==> config.mk <==
export PLATFORM = sky130hd
export DESIGN_NAME = mode_register_bank
export DESIGN_NICKNAME = d
export VERILOG_FILES = /design/src/hdl/mode_reg_pkg.sv /design/src/hdl/mode_register_bank.sv /design/src/hdl/pin_sync.sv
export SDC_FILE = /design/constraint.sdc
export NUM_CORES = 1
export LEC_CHECK = 0
export ABC_AREA = 1
export BUFFER_PORTS_ARGS = -buffer_cell sky130_fd_sc_hd__buf_2
export CAP_MARGIN = 30
export CORE_MARGIN = 2
export CORE_UTILIZATION = 57
export DETAILED_ROUTE_END_ITERATION = 16
export GPL_TIMING_DRIVEN = 1
export PLACE_DENSITY = 0.82
export SLEW_MARGIN = 20
export SYNTH_ARGS = -nofsm -noshare
export SYNTH_HDL_FRONTEND = slang
export SYNTH_SLANG_ARGS = --single-unit
==> constraint.sdc <==
create_clock -name CLK -period 2.3 [get_ports CLK]
set_input_delay 0.46 -clock CLK [delete_from_list [all_inputs] [get_ports CLK]]
set_output_delay 0.46 -clock CLK [all_outputs]
set_load 0.005 [all_outputs]
==> src/hdl/mode_reg_pkg.sv <==
// Behaviour
// - the host selects the operating-mode register by putting select code 001 in the command byte, and the next transfer moves that register.
// - the operating-mode register is 24 bits wide and the host can both write it and read it back.
// - after reset the operating-mode register holds 0x080060 (internal clock, rate bits 6 and 5 set).
// - every register transfer is shifted most significant bit first, bit 23 down to bit 0 for this register.
// - each write to the operating-mode register resets the modulator and filter and sets the not-ready flag.
// - the register steers the operating mode, the output data rate and the conversion clock source.
// - bits 23 to 21 choose the operating mode of the converter.
// - with bit 20 set, every data read carries the 8-bit status byte, which names the channel, after the data.
// - bits 19 and 18 choose between the on-chip oscillator and an outside clock.
// - clock code 00 is a crystal, 01 an outside clock on pin b, 10 internal with pin b floating, 11 internal driven onto pin b.
// - with parity enabled the status parity bit is set for an odd number of ones in the data word and cleared for an even one.
// - not-ready clears on a new result and sets after a data read, before an update, when halted, or while sync is low.
package mode_reg_pkg;

    typedef struct packed {
        logic [2:0] op_mode_sel;
        logic       append_status_on_read;
        logic       clock_src_hi;
        logic       clock_src_lo;
        logic       averaging_hi;
        logic       averaging_lo;
        logic       third_order_filter_sel;
        logic       reserved_zero;
        logic       parity_enable;
        logic       clock_divide;
        logic       single_cycle;
        logic       sixty_hz_notch;
        logic [9:0] rate_word;
    } mode_fields_type;

    typedef struct packed {
        logic       use_crystal;
        logic       use_external;
        logic       use_internal;
        logic       pin_b_drive;
    } clock_route_type;

    typedef enum logic [2:0] {
        ST_COMMAND = 3'h1,
        ST_WRITE   = 3'h2,
        ST_READ    = 3'h4
    } serial_state_type;

    localparam logic [23:0] MODE_RESET       = 24'h080060;

    localparam logic [2:0]  SEL_STATUS       = 3'h0;
    localparam logic [2:0]  SEL_MODE         = 3'h1;
    localparam logic [2:0]  SEL_DATA         = 3'h3;

    localparam int          CMD_WRITE_EN_BIT = 7;
    localparam int          CMD_READ_BIT     = 6;
    localparam int          CMD_SEL_HI       = 5;
    localparam int          CMD_SEL_LO       = 3;

    localparam logic [1:0]  CLK_CRYSTAL      = 2'h0;
    localparam logic [1:0]  CLK_EXTERNAL     = 2'h1;
    localparam logic [1:0]  CLK_INT_FLOAT    = 2'h2;
    localparam logic [1:0]  CLK_INT_DRIVE    = 2'h3;

    localparam logic [4:0]  LAST_BYTE        = 5'h07;
    localparam logic [4:0]  LAST_WORD        = 5'h17;
    localparam logic [4:0]  LAST_WORD_STATUS = 5'h1F;

    localparam logic [7:0]  ZERO_BYTE        = 8'h00;
    localparam logic [23:0] ZERO_WORD        = 24'h000000;
    localparam logic [4:0]  COUNT_ZERO       = 5'h00;
    localparam logic [4:0]  COUNT_ONE        = 5'h01;

endpackage : mode_reg_pkg

==> src/hdl/mode_register_bank.sv <==
`timescale 1ns/1ps
`default_nettype none

module mode_register_bank (
    input  wire logic                          CLK,
    input  wire logic                          RST_B,
    input  wire logic                          SCLK,
    input  wire logic                          CS_B,
    input  wire logic                          DIN,
    input  wire logic                          SYNC_B,
    input  wire logic                          RESULT_VALID,
    input  wire logic [23:0]                   RESULT_DATA,
    input  wire logic [3:0]                    RESULT_CHANNEL,
    input  wire logic                          RESULT_ERROR,
    input  wire logic                          UPDATE_SOON,
    input  wire logic                          CORE_HALTED,
    output logic                               DOUT,
    output logic                               DOUT_OE,
    output mode_reg_pkg::mode_fields_type      MODE_CTRL,
    output mode_reg_pkg::clock_route_type      CLOCK_ROUTE,
    output logic                               MODULATOR_RESET,
    output logic                               NOT_READY
);

    logic [3:0]                     pins_synced;
    logic                           sclk_s;
    logic                           cs_b_s;
    logic                           din_s;
    logic                           sync_b_s;
    logic                           sclk_prev;
    logic                           sclk_rise;
    logic                           sclk_fall;
    mode_reg_pkg::serial_state_type state;
    logic [4:0]                     bit_count;
    logic [4:0]                     last_index;
    logic [31:0]                    rx_shift;
    logic [31:0]                    tx_shift;
    logic                           reading_data;
    logic [23:0]                    data_word;
    logic [3:0]                     data_channel;
    logic                           data_error;
    logic                           data_parity;
    logic [7:0]                     status_byte;
    logic [7:0]                     next_command;
    logic [23:0]                    next_word;
    logic                           word_done;
    logic                           mode_write;
    logic                           data_read_done;
    logic [2:0]                     sel;

    pin_sync #(
        .WIDTH       (4),
        .RESET_LEVEL (4'hF)
    ) u_pin_sync (
        .CLK         (CLK),
        .RST_B       (RST_B),
        .PIN_IN      ({SCLK, CS_B, DIN, SYNC_B}),
        .PIN_OUT     (pins_synced)
    );

    assign sclk_s   = pins_synced[3];
    assign cs_b_s   = pins_synced[2];
    assign din_s    = pins_synced[1];
    assign sync_b_s = pins_synced[0];

    // clock idles high: sample on rising edge, shift out on falling edge
    assign sclk_rise = sclk_s & ~sclk_prev;
    assign sclk_fall = ~sclk_s & sclk_prev;

    assign next_command   = {rx_shift[6:0], din_s};
    assign next_word      = {rx_shift[22:0], din_s};
    assign word_done      = sclk_rise && (bit_count == last_index);
    assign sel            = next_command[mode_reg_pkg::CMD_SEL_HI:mode_reg_pkg::CMD_SEL_LO];
    assign mode_write     = !cs_b_s && (state == mode_reg_pkg::ST_WRITE) && word_done;
    assign data_read_done = !cs_b_s && (state == mode_reg_pkg::ST_READ) && word_done
                            && reading_data;
    assign status_byte    = {NOT_READY, data_error, 1'b0, data_parity, data_channel};

    always_ff @(posedge CLK or negedge RST_B)
    begin
        if (!RST_B)
        begin
            sclk_prev <= 1'b1;
        end
        else
        begin
            sclk_prev <= sclk_s;
        end
    end

    // command byte, then a register transfer; raising chip select restarts framing
    always_ff @(posedge CLK or negedge RST_B)
    begin
        if (!RST_B)
        begin
            state        <= mode_reg_pkg::ST_COMMAND;
            bit_count    <= mode_reg_pkg::COUNT_ZERO;
            last_index   <= mode_reg_pkg::LAST_BYTE;
            rx_shift     <= 32'h00000000;
            tx_shift     <= 32'h00000000;
            reading_data <= 1'b0;
        end
        else if (cs_b_s)
        begin
            state        <= mode_reg_pkg::ST_COMMAND;
            bit_count    <= mode_reg_pkg::COUNT_ZERO;
            last_index   <= mode_reg_pkg::LAST_BYTE;
            reading_data <= 1'b0;
        end
        else
        begin
            if (sclk_fall && state == mode_reg_pkg::ST_READ)
            begin
                tx_shift <= {tx_shift[30:0], 1'b0};
            end
            if (sclk_rise)
            begin
                rx_shift  <= {rx_shift[30:0], din_s};
                bit_count <= word_done ? mode_reg_pkg::COUNT_ZERO
                                       : bit_count + mode_reg_pkg::COUNT_ONE;
            end
            unique case (state)
                mode_reg_pkg::ST_COMMAND:
                begin
                    if (word_done && !next_command[mode_reg_pkg::CMD_WRITE_EN_BIT])
                    begin
                        if (next_command[mode_reg_pkg::CMD_READ_BIT])
                        begin
                            reading_data <= (sel == mode_reg_pkg::SEL_DATA);
                            if (sel == mode_reg_pkg::SEL_MODE)
                            begin
                                state      <= mode_reg_pkg::ST_READ;
                                tx_shift   <= {MODE_CTRL, mode_reg_pkg::ZERO_BYTE};
                                last_index <= mode_reg_pkg::LAST_WORD;
                            end
                            else if (sel == mode_reg_pkg::SEL_STATUS)
                            begin
                                state      <= mode_reg_pkg::ST_READ;
                                tx_shift   <= {status_byte, mode_reg_pkg::ZERO_WORD};
                                last_index <= mode_reg_pkg::LAST_BYTE;
                            end
                            else if (sel == mode_reg_pkg::SEL_DATA)
                            begin
                                state <= mode_reg_pkg::ST_READ;
                                if (MODE_CTRL.append_status_on_read)
                                begin
                                    tx_shift   <= {data_word, status_byte};
                                    last_index <= mode_reg_pkg::LAST_WORD_STATUS;
                                end
                                else
                                begin
                                    tx_shift   <= {data_word, mode_reg_pkg::ZERO_BYTE};
                                    last_index <= mode_reg_pkg::LAST_WORD;
                                end
                            end
                        end
                        else if (sel == mode_reg_pkg::SEL_MODE)
                        begin
                            state      <= mode_reg_pkg::ST_WRITE;
                            last_index <= mode_reg_pkg::LAST_WORD;
                        end
                    end
                end
                mode_reg_pkg::ST_WRITE, mode_reg_pkg::ST_READ:
                begin
                    if (word_done)
                    begin
                        state        <= mode_reg_pkg::ST_COMMAND;
                        last_index   <= mode_reg_pkg::LAST_BYTE;
                        reading_data <= 1'b0;
                    end
                end
            endcase
        end
    end

    always_ff @(posedge CLK or negedge RST_B)
    begin
        if (!RST_B)
        begin
            MODE_CTRL <= mode_reg_pkg::MODE_RESET;
        end
        else if (mode_write)
        begin
            MODE_CTRL               <= next_word;
            // bit 14 kept at zero even if the host breaks convention
            MODE_CTRL.reserved_zero <= 1'b0;
        end
    end

    always_ff @(posedge CLK or negedge RST_B)
    begin
        if (!RST_B)
        begin
            MODULATOR_RESET <= 1'b0;
        end
        else
        begin
            MODULATOR_RESET <= mode_write;
        end
    end

    // registered decode lags the mode register by one cycle
    always_ff @(posedge CLK or negedge RST_B)
    begin
        if (!RST_B)
        begin
            CLOCK_ROUTE <= 4'h2;
        end
        else
        begin
            CLOCK_ROUTE.use_crystal  <= ({MODE_CTRL.clock_src_hi, MODE_CTRL.clock_src_lo}
                                         == mode_reg_pkg::CLK_CRYSTAL);
            CLOCK_ROUTE.use_external <= ({MODE_CTRL.clock_src_hi, MODE_CTRL.clock_src_lo}
                                         == mode_reg_pkg::CLK_EXTERNAL);
            CLOCK_ROUTE.use_internal <= MODE_CTRL.clock_src_hi;
            CLOCK_ROUTE.pin_b_drive  <= ({MODE_CTRL.clock_src_hi, MODE_CTRL.clock_src_lo}
                                         == mode_reg_pkg::CLK_INT_DRIVE);
        end
    end

    always_ff @(posedge CLK or negedge RST_B)
    begin
        if (!RST_B)
        begin
            data_word    <= 24'h000000;
            data_channel <= 4'h0;
            data_error   <= 1'b0;
            data_parity  <= 1'b0;
        end
        else if (RESULT_VALID)
        begin
            data_word    <= RESULT_DATA;
            data_channel <= RESULT_CHANNEL;
            data_error   <= RESULT_ERROR;
            data_parity  <= MODE_CTRL.parity_enable & (^RESULT_DATA);
        end
    end

    // set terms win over a result arriving in the same cycle
    always_ff @(posedge CLK or negedge RST_B)
    begin
        if (!RST_B)
        begin
            NOT_READY <= 1'b1;
        end
        else if (mode_write || data_read_done || UPDATE_SOON || CORE_HALTED || !sync_b_s)
        begin
            NOT_READY <= 1'b1;
        end
        else if (RESULT_VALID)
        begin
            NOT_READY <= 1'b0;
        end
    end

    // outside a read the data pin mirrors not-ready
    always_ff @(posedge CLK or negedge RST_B)
    begin
        if (!RST_B)
        begin
            DOUT    <= 1'b1;
            DOUT_OE <= 1'b0;
        end
        else
        begin
            DOUT_OE <= !cs_b_s;
            if (state == mode_reg_pkg::ST_READ && !cs_b_s)
            begin
                if (sclk_fall)
                begin
                    DOUT <= tx_shift[31];
                end
            end
            else
            begin
                DOUT <= NOT_READY;
            end
        end
    end

endmodule : mode_register_bank

`default_nettype wire

==> src/hdl/pin_sync.sv <==
`timescale 1ns/1ps
`default_nettype none

module pin_sync #(
    parameter int               WIDTH       = 4,
    parameter logic [WIDTH-1:0] RESET_LEVEL = '1
) (
    input  wire logic             CLK,
    input  wire logic             RST_B,
    input  wire logic [WIDTH-1:0] PIN_IN,
    output logic      [WIDTH-1:0] PIN_OUT
);

    logic [WIDTH-1:0] first_stage;

    // reset level is a constant at each instance; first stage feeds only the second
    genvar i;
    generate
        for (i = 0; i < WIDTH; i = i + 1)
        begin : g_bit
            always_ff @(posedge CLK or negedge RST_B)
            begin
                if (!RST_B)
                begin
                    first_stage[i] <= RESET_LEVEL[i];
                    PIN_OUT[i]     <= RESET_LEVEL[i];
                end
                else
                begin
                    first_stage[i] <= PIN_IN[i];
                    PIN_OUT[i]     <= first_stage[i];
                end
            end
        end
    endgenerate

endmodule : pin_sync

`default_nettype wire

==> metrics, run 1 <==
Synth cell types 40; Startpoint Class flop; FF+latch count, synth 136; Pleak 4.57 nW; largest net degree at the start of global routing 51; initial antenna violation count 0; diode count 0; Crit path required time 2600 ps; Post-Synth XOR/XNOR Area 0.985%; Setup Crit Path Kind reg -> reg; Post-synth EDFFs 0; hold_sp CS_B; Synth top area share 42.2%; Final HPWL DP 11900 um; Setup Fix Bufs, Post-CTS 0; Storage cell area 3420 um2; Mean Syn Cell Area 7.71 um2; Port Buf Inserts 68; Arrival @ worst endpoint 2380 ps; multiplexer share of the synthesized area 2.67%; Clk Latency, worst-skew pair 430 ps; Vias/cell 5.34; hold crit path type in -> reg; most used flip-flop cell after synthesis dfrtp_1; Synth Area in Simple Gates 26.9%; Inst Count DP 1136; TritonCTS Buffers 17; clk slew on worst S/H paths 70 ps; main combinational cell family by area after synthesis simple AND/OR/NAND/NOR gates; Max Cap Viol 0; setup_tns 0 ps; first-pass GRT wire length 29400 um; CTS HTree Levels 4; largest cells by area after synthesis dfrtp_1 (42%), nand2_1 (21%), dfstp_2 (5.9%); Filler cells 991; initial core utilization 58.7%; Die ar. 13400 um2; GRT overflow 0; largest area contributor in the netlist dfrtp_1; vias 6237; Hold Buf Count CTS 1; Chip Height 116 um; Worst VDD drop 0.000716 V; critical-path maximum fanout 13; P&R area growth vs syn 15.7%; achievable frequency 0.482 GHz; Power Dens Cells 807 nW/um2; GP Congestion 0.943; CTS-repair resized insts 0; most frequent cells after synthesis nand2_1 (399), dfrtp_1 (120), inv_1 (99); die width 116 um; multi-input logic area 3120 um2; minimum clock period 2080 ps; CTS tree built; Max-slew headroom 56.7%; Post-route DRC 0; non-filler cells, final 1169; YS warnings 0; first-pass iteration count of the detailed router 5; Num Clock Sinks 136; Compound-Gate Fraction of Synth Area 13.1%; Final Hold Viols 0; Seq/Total Area, Yosys 48.1%; most frequent cell after synthesis nand2_1; pre-CTS setup slack 281 ps; Setup Skew 10.7 ps; Tightest Pin Transition 647 ps; Final period util 90.3%; clk root buf clkbuf_16; area share of fa/ha/maj cells after synthesis 0.176%; final wirelength 17600 um; final setup violation count 0; Total Nets Final 1027; GRT Overall Usage 28.6%; RSZ-0062 raised after global routing false; Worst setup EP type flop; clk buf depth 2; CORE AREA 12100 um2; Boundary Pins 70; PnR worst setup slack 224 ps; status finished, final reports clean; max-slew violation count 0; site row count 40; RR Startpoint bit_count[0]; CP startpoint bit_count[0]; Mapped Cells 922; Synth Cell Area 7110 um2; Post-synth ARST share 100%; Avg WL per Cell 15.0 um; vias in the first global route 6044; share of layout cells above drive strength 1 16.8%; syn nets 961; initial drt markers 553; Routed Antenna Nets 0
## stage by stage
step           area (um2)  hold WS [ps]  utilization, %  total power [mW]
2_1_floorplan        7110           164               -              3.55
3_3_place_gp         7620           347            63.0              3.89
3_5_place_dp         7620           347            63.0              3.93
4_1_cts              8230           115            67.9              6.65
5_1_grt              8230           113            67.9              6.96
6_report             8230           127            67.9              6.64
## cell usage in the layout, fill, tap and decap left out, types with 3 or more instances in the layout
master       n
nand2_1    399
dfrtp_1    120
inv_1       99
o21ai_0     76
buf_2       67
nand3_1     27
nor2_1      22
mux2i_1     19
clkbuf_16   17
dfstp_2     16
o21ai_1     16
a22oi_1     14
o211ai_2    14
a21oi_1     13
buf_4       13
a21oi_2      6
clkinv_4     6
nand4_1      5
o211ai_1     4
xor2_1       4
xnor2_1      4
nor2_4       3
o22ai_1      3
or2_2        3
inv_8        3
## power by group
| part | internal [mW] | switching, mW | leakage (nW) |
|---|---|---|---|
| Clock | 1.58 | 1.13 | 0.286 |
| Combinational | 0.379 | 0.819 | 2.52 |
| Sequential | 2.59 | 0.144 | 1.77 |
| Total | 4.55 | 2.09 | 4.57 |
## worst paths after layout
check	end	slack, ps	cells past startpoint
min reg2reg	u_pin_sync.PIN_OUT[2]	360	0
max reg2reg	tx_shift[13]	220	9
min in group asynchronous	CLOCK_ROUTE[3]	540	2
max in group asynchronous	MODE_CTRL[5]	1120	3
min	u_pin_sync.first_stage[2]	130	1
max	tx_shift[13]	220	9
## worst max-delay path: stages, from the launching register on
cell      delay (ps)
dfrtp_1          420
ha_1             240
nand2_2          100
nor2_4           150
nand4_4          160
nor2_8           180
nand2_4          170
buf_4            270
o211ai_2         160
nand2_1           90
## flip-flops by register name (all words and copies together) (netlist names)
register / flops
tx_shift: 32
data_word: 24
MODE_CTRL: 23
rx_shift: 23
bit_count: 5
CLOCK_ROUTE: 4
data_channel: 4
u_pin_sync.PIN_OUT: 4
u_pin_sync.first_stage: 4
state: 3
last_index: 2
DOUT: 1
DOUT_OE: 1
MODULATOR_RESET: 1
NOT_READY: 1
data_error: 1
data_parity: 1
reading_data: 1
sclk_prev: 1
## layer usage
layer / global-route usage (%) / vias to the layer above / routed length (um)
li1: - / 3038 / -
met1: 38.3 / 2947 / 7780
met2: 45.4 / 204 / 8310
met3: 6.85 / 48 / 1050
met4: 11.2 / 0 / 449
met5: 0 / - / 0
## cell families (layout without fill, tap and decap cells)
group,count (synthesis),in the layout
adder cells (fa/ha/maj),1,1
flip-flops,136,136
AND/OR/NAND/NOR,468,468
buffers and inverters,140,219
XOR/XNOR,8,8
other,1,1
AO/OA/AOI/OAI,149,149
multiplexers,19,19
## area by class of cell
type	instances	share of cell area [%]
Inverter	103	4.70
Clock inverter	13	1.70
Clock buffer	19	5.50
Multi-Input combinational cell	646	37.9
Tap cell	168	2.55
Sequential cell	136	41.6
Timing Repair Buffer	84	6.01
(Power assumes the default switching activity.)
==> run 2, diff against run 1 <==
Settings changed: CORE_UTILIZATION 57 to 60, PLACE_DENSITY 0.82 to 0.86, SYNTH_HIERARCHICAL set to 1.
==> metrics, run 2 <==
Max-slew headroom 62.3% (was 56.7%); vias 6342 (was 6237); YS warnings 6 (was 0); Worst setup EP type flop (unchanged); most frequent cell after synthesis nand2_1 (unchanged); final setup violation count 0 (unchanged); Reg-to-Reg End last_index[4] (was tx_shift[13]); Arrival @ worst endpoint 2230 ps (was 2380 ps); diode count 0 (unchanged); Boundary Pins 70 (unchanged); Register-to-Register Path Depth 8 (was 9); Max Cap Viol 0 (unchanged); Hold Buf Count CTS 0 (was 1); Seq/Total Area, Yosys 48.2% (was 48.1%); minimum clock period 1940 ps (was 2080 ps); TritonCTS Buffers 17 (unchanged); Tightest Pin Transition 564 ps (was 647 ps); GP Congestion 0.899 (was 0.943); FF+latch count, synth 136 (unchanged); Comb pwr share 17.9% (was 18.0%); Mean Syn Cell Area 7.35 um2 (was 7.71 um2); RSZ-0062 raised after global routing false (unchanged); Worst VDD drop 0.000538 V (was 0.000716 V); Total Nets Final 1066 (was 1027); Synth top area share 42.3% (was 42.2%); CTS-repair resized insts 0 (unchanged); Post-route DRC 0 (unchanged); CP startpoint rx_shift[3] (was bit_count[0]); RR Startpoint rx_shift[3] (was bit_count[0]); Vias/cell 5.36 (was 5.34); Critical Path Sink last_index[4] (was tx_shift[13]); Setup Fix Bufs, Post-CTS 0 (unchanged); first-pass GRT wire length 28800 um (was 29400 um); Final HPWL DP 11900 um (about the same); highest-count cells in the layout ignoring fill and taps nand2_1 (387), inv_1 (124), dfrtp_1 (120) (was nand2_1 (399), dfrtp_1 (120), inv_1 (99)); die width 113 um (was 116 um); CORE AREA 11500 um2 (was 12100 um2); most frequent cells after synthesis nand2_1 (387), inv_1 (124), dfrtp_1 (120) (was nand2_1 (399), dfrtp_1 (120), inv_1 (99)); Avg WL per Cell 14.4 um (was 15.0 um); max-slew violation count 0 (unchanged); initial drt markers 560 (was 553); Num Clock Sinks 136 (unchanged); largest area contributor in the netlist dfrtp_1 (unchanged); site row count 39 (was 40); max reg flops 32 (unchanged); most used flip-flop cell after synthesis dfrtp_1 (unchanged); Storage cell area 3420 um2 (unchanged); CTS tree built (unchanged); GRT Overall Usage 28.6% (about the same); Startpoint Class flop (unchanged); syn nets 1005 (was 961); Routed Antenna Nets 0 (unchanged); hold crit path type in -> async (was in -> reg); initial core utilization 61.9% (was 58.7%); Die ar. 12700 um2 (was 13400 um2); Setup Crit Path Kind reg -> reg (unchanged); vias in the first global route 5959 (was 6044); clk root buf clkbuf_16 (unchanged); initial antenna violation count 0 (unchanged); first-pass iteration count of the detailed router 5 (unchanged); Clk Latency, worst-skew pair 420 ps (was 430 ps); Largest Register tx_shift (unchanged); sw power 1.98 mW (was 2.09 mW); biggest regs tx_shift: 32 flops, data_word: 24 flops (unchanged); clk buf depth 2 (unchanged); Port Buf Inserts 68 (unchanged); Setup Skew 8.78 ps (was 10.7 ps); Seq pwr share 42.9% (was 41.2%); Post-synth EDFFs 0 (unchanged); status finished, violations left (was finished, final reports clean); largest net degree at the start of global routing 63 (was 51); Final period util 84.1% (was 90.3%); GRT overflow 0 (unchanged); failing checks negative hold slack; PnR worst setup slack 365 ps (was 224 ps); R2R setup slack 360 ps (was 220 ps); P&R area growth vs syn 14.6% (was 15.7%); setup_tns 0 ps (unchanged); final wirelength 17000 um (was 17600 um); Filler cells 864 (was 991); Post-synth ARST share 100% (unchanged); Pleak 4.46 nW (was 4.57 nW); CTS HTree Levels 4 (unchanged); commonest non-fill, non-tap cell in the layout nand2_1 (unchanged); Crit path required time 2600 ps (about the same); clk slew on worst S/H paths 60 ps (was 70 ps); Int Power 4.55 mW (about the same); largest cells by area after synthesis dfrtp_1 (42%), nand2_1 (20%), o21ai_0 (8.2%) (was dfrtp_1 (42%), nand2_1 (21%), dfstp_2 (5.9%)); clock share of power 39.2% (was 40.8%); Mapped Cells 966 (was 922); Chip Height 113 um (was 116 um); Power Dens Cells 803 nW/um2 (was 807 nW/um2); pre-CTS setup slack 399 ps (was 281 ps); switching part of the total 30.3% (was 31.5%); multi-input logic area 2970 um2 (was 3120 um2); share of layout cells above drive strength 1 15.0% (was 16.8%); critical-path maximum fanout 16 (was 13); Synth cell types 42 (was 40); WHS -10.4 ps (was 127 ps); Final Hold Viols 8 (was 0); Synth Cell Area 7100 um2 (was 7110 um2); achievable frequency 0.517 GHz (was 0.482 GHz)
run 2: cell families after synthesis:
group | after synthesis | synth area share (%)
other | 1 | 0.0528
multiplexers | 1 | 0.141
AND/OR/NAND/NOR | 489 | 28.8
adder cells (fa/ha/maj) | 1 | 0.176
flip-flops | 136 | 48.2
XOR/XNOR | 11 | 1.46
AO/OA/AOI/OAI | 157 | 11.3
buffers and inverters | 170 | 9.91
run 2: worst min path at each step:
stage	slack [ps]	cells past startpoint	from	end
detailed placement	350	0	u_pin_sync/first_stage[1]	u_pin_sync/PIN_OUT[1]
floorplan	160	0	RST_B	CLOCK_ROUTE[0]
global route	20	1	RST_B	MODE_CTRL[13]
global placement	350	0	u_pin_sync/first_stage[0]	u_pin_sync/PIN_OUT[0]
finish	-10	1	RST_B	MODE_CTRL[13]
CTS	1	1	RST_B	MODE_CTRL[13]
run 2: area by class of cell:
type                    count  area share (%)
multi-input cells         660            36.5
well taps                 143            2.20
flip-flops and latches    136            42.1
repair buffers             82            6.32
clock inverters            11            1.21
clock buffers              21            5.66
inverters                 130            6.00
run 2: power by group through the flow:
stage          Clock [mW]  Combinational [mW]  Sequential (mW)
4_1_cts              2.58                1.16             2.80
2_1_floorplan           0               0.840             2.79
3_3_place_gp            0                1.11             2.82
5_1_grt              2.68                1.34             2.83
3_5_place_dp            0                1.15             2.83
6_report             2.56                1.17             2.80
run 2: metrics by stage:
step	power [mW]	cell area [um2]	util [%]	std cells	hold WS [ps]
after floorplan	3.63	7100	-	966	164
after global placement	3.93	7580	66.1	1151	345
after detailed placement	3.98	7580	66.1	1151	348
after CTS	6.54	8140	71.0	1183	1.27
after global routing	6.85	8140	71.0	1183	22.2
final	6.53	8140	71.0	1183	-10.4
run 2: critical path, cell delays in order (launching register included):
cell and delay, ps:
dfrtp_1 450, nor2_4 220, inv_1 150, nor2_4 340, o21ai_1 150, nand3_1 170, nand3_2 160, nand2_1 90
o21ai_0 80
run 2: metal layers:
metal	up-vias	share of wire, %	wire [um]	track usage (%)
met3	25	6.6	1130	5.36
li1	3122	-	-	-
met5	-	0	0	0
met4	0	2.0	333	11.1
met2	259	48	8140	45.9
met1	2936	43	7390	39.2
==> run 3, diff against run 2 <==
Clock period 2.3 ns to 1.9 ns, I/O delays scaled along.
==> metrics, run 3 (synthesis gave the netlist of run 2 again) <==
P&R area growth vs syn 18.4% (was 14.6%); first-pass GRT wire length 29600 um (was 28800 um); Clk Latency, worst-skew pair 430 ps (was 420 ps); Post-route DRC 0 (unchanged); highest-count cells in the layout ignoring fill and taps nand2_1 (386), inv_1 (124), dfrtp_1 (120) (was nand2_1 (387), inv_1 (124), dfrtp_1 (120)); biggest regs tx_shift: 32 flops, data_word: 24 flops (unchanged); Setup Crit Path Kind reg -> reg (unchanged); Crit path required time 2210 ps (was 2600 ps); first-pass iteration count of the detailed router 6 (was 5); initial drt markers 620 (was 560); TritonCTS Buffers 17 (unchanged); RSZ-0062 raised after global routing true (was false); CTS HTree Levels 4 (unchanged); GP Congestion 0.862 (was 0.899); max reg flops 32 (unchanged); Num Clock Sinks 136 (unchanged); commonest non-fill, non-tap cell in the layout nand2_1 (unchanged); status finished, final reports clean (was finished, violations left); Max Cap Viol 0 (unchanged); Inst Count DP 1158 (was 1151); initial core utilization 61.9% (unchanged); non-filler cells, final 1198 (was 1183); max-slew violation count 0 (unchanged); hold crit path type in -> reg (was in -> async); Routed Antenna Nets 0 (unchanged); achievable frequency 0.537 GHz (was 0.517 GHz); Die ar. 12700 um2 (unchanged); initial antenna violation count 0 (unchanged); Setup Skew 9.60 ps (was 8.78 ps); CORE AREA 11500 um2 (unchanged); final setup violation count 0 (unchanged); critical-path maximum fanout 18 (was 16); Pleak 4.59 nW (was 4.46 nW); GRT overflow 0 (unchanged); Worst setup EP type flop (unchanged); Final period util 97.9% (was 84.1%); minimum clock period 1860 ps (was 1940 ps); GRT Overall Usage 29.3% (was 28.6%); Boundary Pins 70 (unchanged); Startpoint Class flop (unchanged); Final HPWL DP 11900 um (about the same); vias in the first global route 6215 (was 5959); Arrival @ worst endpoint 2170 ps (was 2230 ps); final core occ 73.3% (was 71.0%); die width 113 um (unchanged); clk root buf clkbuf_16 (unchanged); Power Dens Cells 1020 nW/um2 (was 803 nW/um2); Vias/cell 5.56 (was 5.36); vias 6661 (was 6342); final wirelength 18100 um (was 17000 um); Largest Register tx_shift (unchanged); met3 WL 1340 um (was 1130 um); Avg WL per Cell 15.1 um (was 14.4 um); diode count 0 (unchanged); clk slew on worst S/H paths 60 ps (about the same); CTS tree built (unchanged); site row count 39 (unchanged); Total Nets Final 1081 (was 1066); clk buf depth 2 (unchanged); Filler cells 801 (was 864); largest net degree at the start of global routing 63 (unchanged); Port Buf Inserts 68 (unchanged); Chip Height 113 um (unchanged); R2R setup slack 40 ps (was 360 ps); met2 WL 8800 um (was 8140 um); Worst VDD drop 0.000817 V (was 0.000538 V); Highest Signal Layer met4 (unchanged); M1 WL 7310 um (was 7390 um); Final Hold Viols 0 (was 8); share of layout cells above drive strength 1 16.8% (was 15.0%)
[run 3: changes by cell type in the layout (fill, tap and decap cells not counted), moves of 2 or more]
| cell | before | now |
|---|---|---|
| buf_4 | 9 | 21 |
| clkinv_2 | 4 | 1 |
| clkbuf_8 | 2 | 0 |
| o21ai_2 | 0 | 4 |
| bufinv_16 | 1 | 5 |
| o21ai_1 | 11 | 7 |
| clkinv_4 | 2 | 5 |
[run 3: what timing repair did]
action	4_1_cts	5_1_grt
endpoints found under the setup margin	0	28
setup buffers	0	7
gates resized for setup	0	10
hold endpoints to repair	39	0
hold buffers	1	0
[run 3: where the power goes]
part,total (mW),internal [mW],switching [mW]
Sequential,3.39,3.20,0.191
Clock,3.63,2.34,1.29
Combinational,1.52,0.486,1.04
Total,8.54,6.02,2.52
[run 3: metrics by stage]
step | setup slack (ps) | TNS (ps) | total power, mW | hold slack [ps] | area [um2]
2_1_floorplan | 244 | 0 | 4.39 | 84.4 | 7100
3_3_place_gp | 152 | 0 | 4.80 | 346 | 7630
3_5_place_dp | 73.3 | 0 | 4.85 | 347 | 7630
4_1_cts | 65.2 | 0 | 8.49 | 44.3 | 8290
5_1_grt | -73.4 | -456 | 8.89 | 46.0 | 8400
6_report | 39.4 | 0 | 8.54 | 48.5 | 8400
[run 3: area by class of cell]
type	count	area (um2)	share of cell area, %
Clock inverter	14	223	2.65
Multi-Input combinational cell	660	3020	35.9
Tap cell	143	179	2.13
Inverter	130	488	5.81
Timing Repair Buffer	97	646	7.68
Clock buffer	18	429	5.11
Sequential cell	136	3420	40.7
[run 3: critical path: stages (launching register included)]
cell and delay, ps:
dfrtp_1 380, ha_2 210, nand2_2 80, a21oi_2 130, and2_4 180, nand3_4 120
nor2_8 210, nand2_8 130, nand2_1 100, nand3_1 60, nand2_1 90, inv_1 50
[run 3: final timing paths]
| check | startpoint | to | cells after the start |
|---|---|---|---|
| setup / recovery | bit_count[1] | tx_shift[23] | 11 |
| hold / removal | DIN | u_pin_sync/first_stage[1] | 1 |
| setup reg to reg | bit_count[1] | tx_shift[23] | 11 |
| hold reg to reg | u_pin_sync/first_stage[0] | u_pin_sync/PIN_OUT[0] | 0 |
| max in group asynchronous | RST_B | u_pin_sync/PIN_OUT[2] | 3 |
| min in group asynchronous | RST_B | rx_shift[15] | 2 |
[run 3: per-layer routing]
layer / vias up / track usage, %
met5: - / 0
li1: 3168 / -
met4: 0 / 12.1
met1: 3124 / 38.2
met2: 308 / 47.6
met3: 61 / 6.70
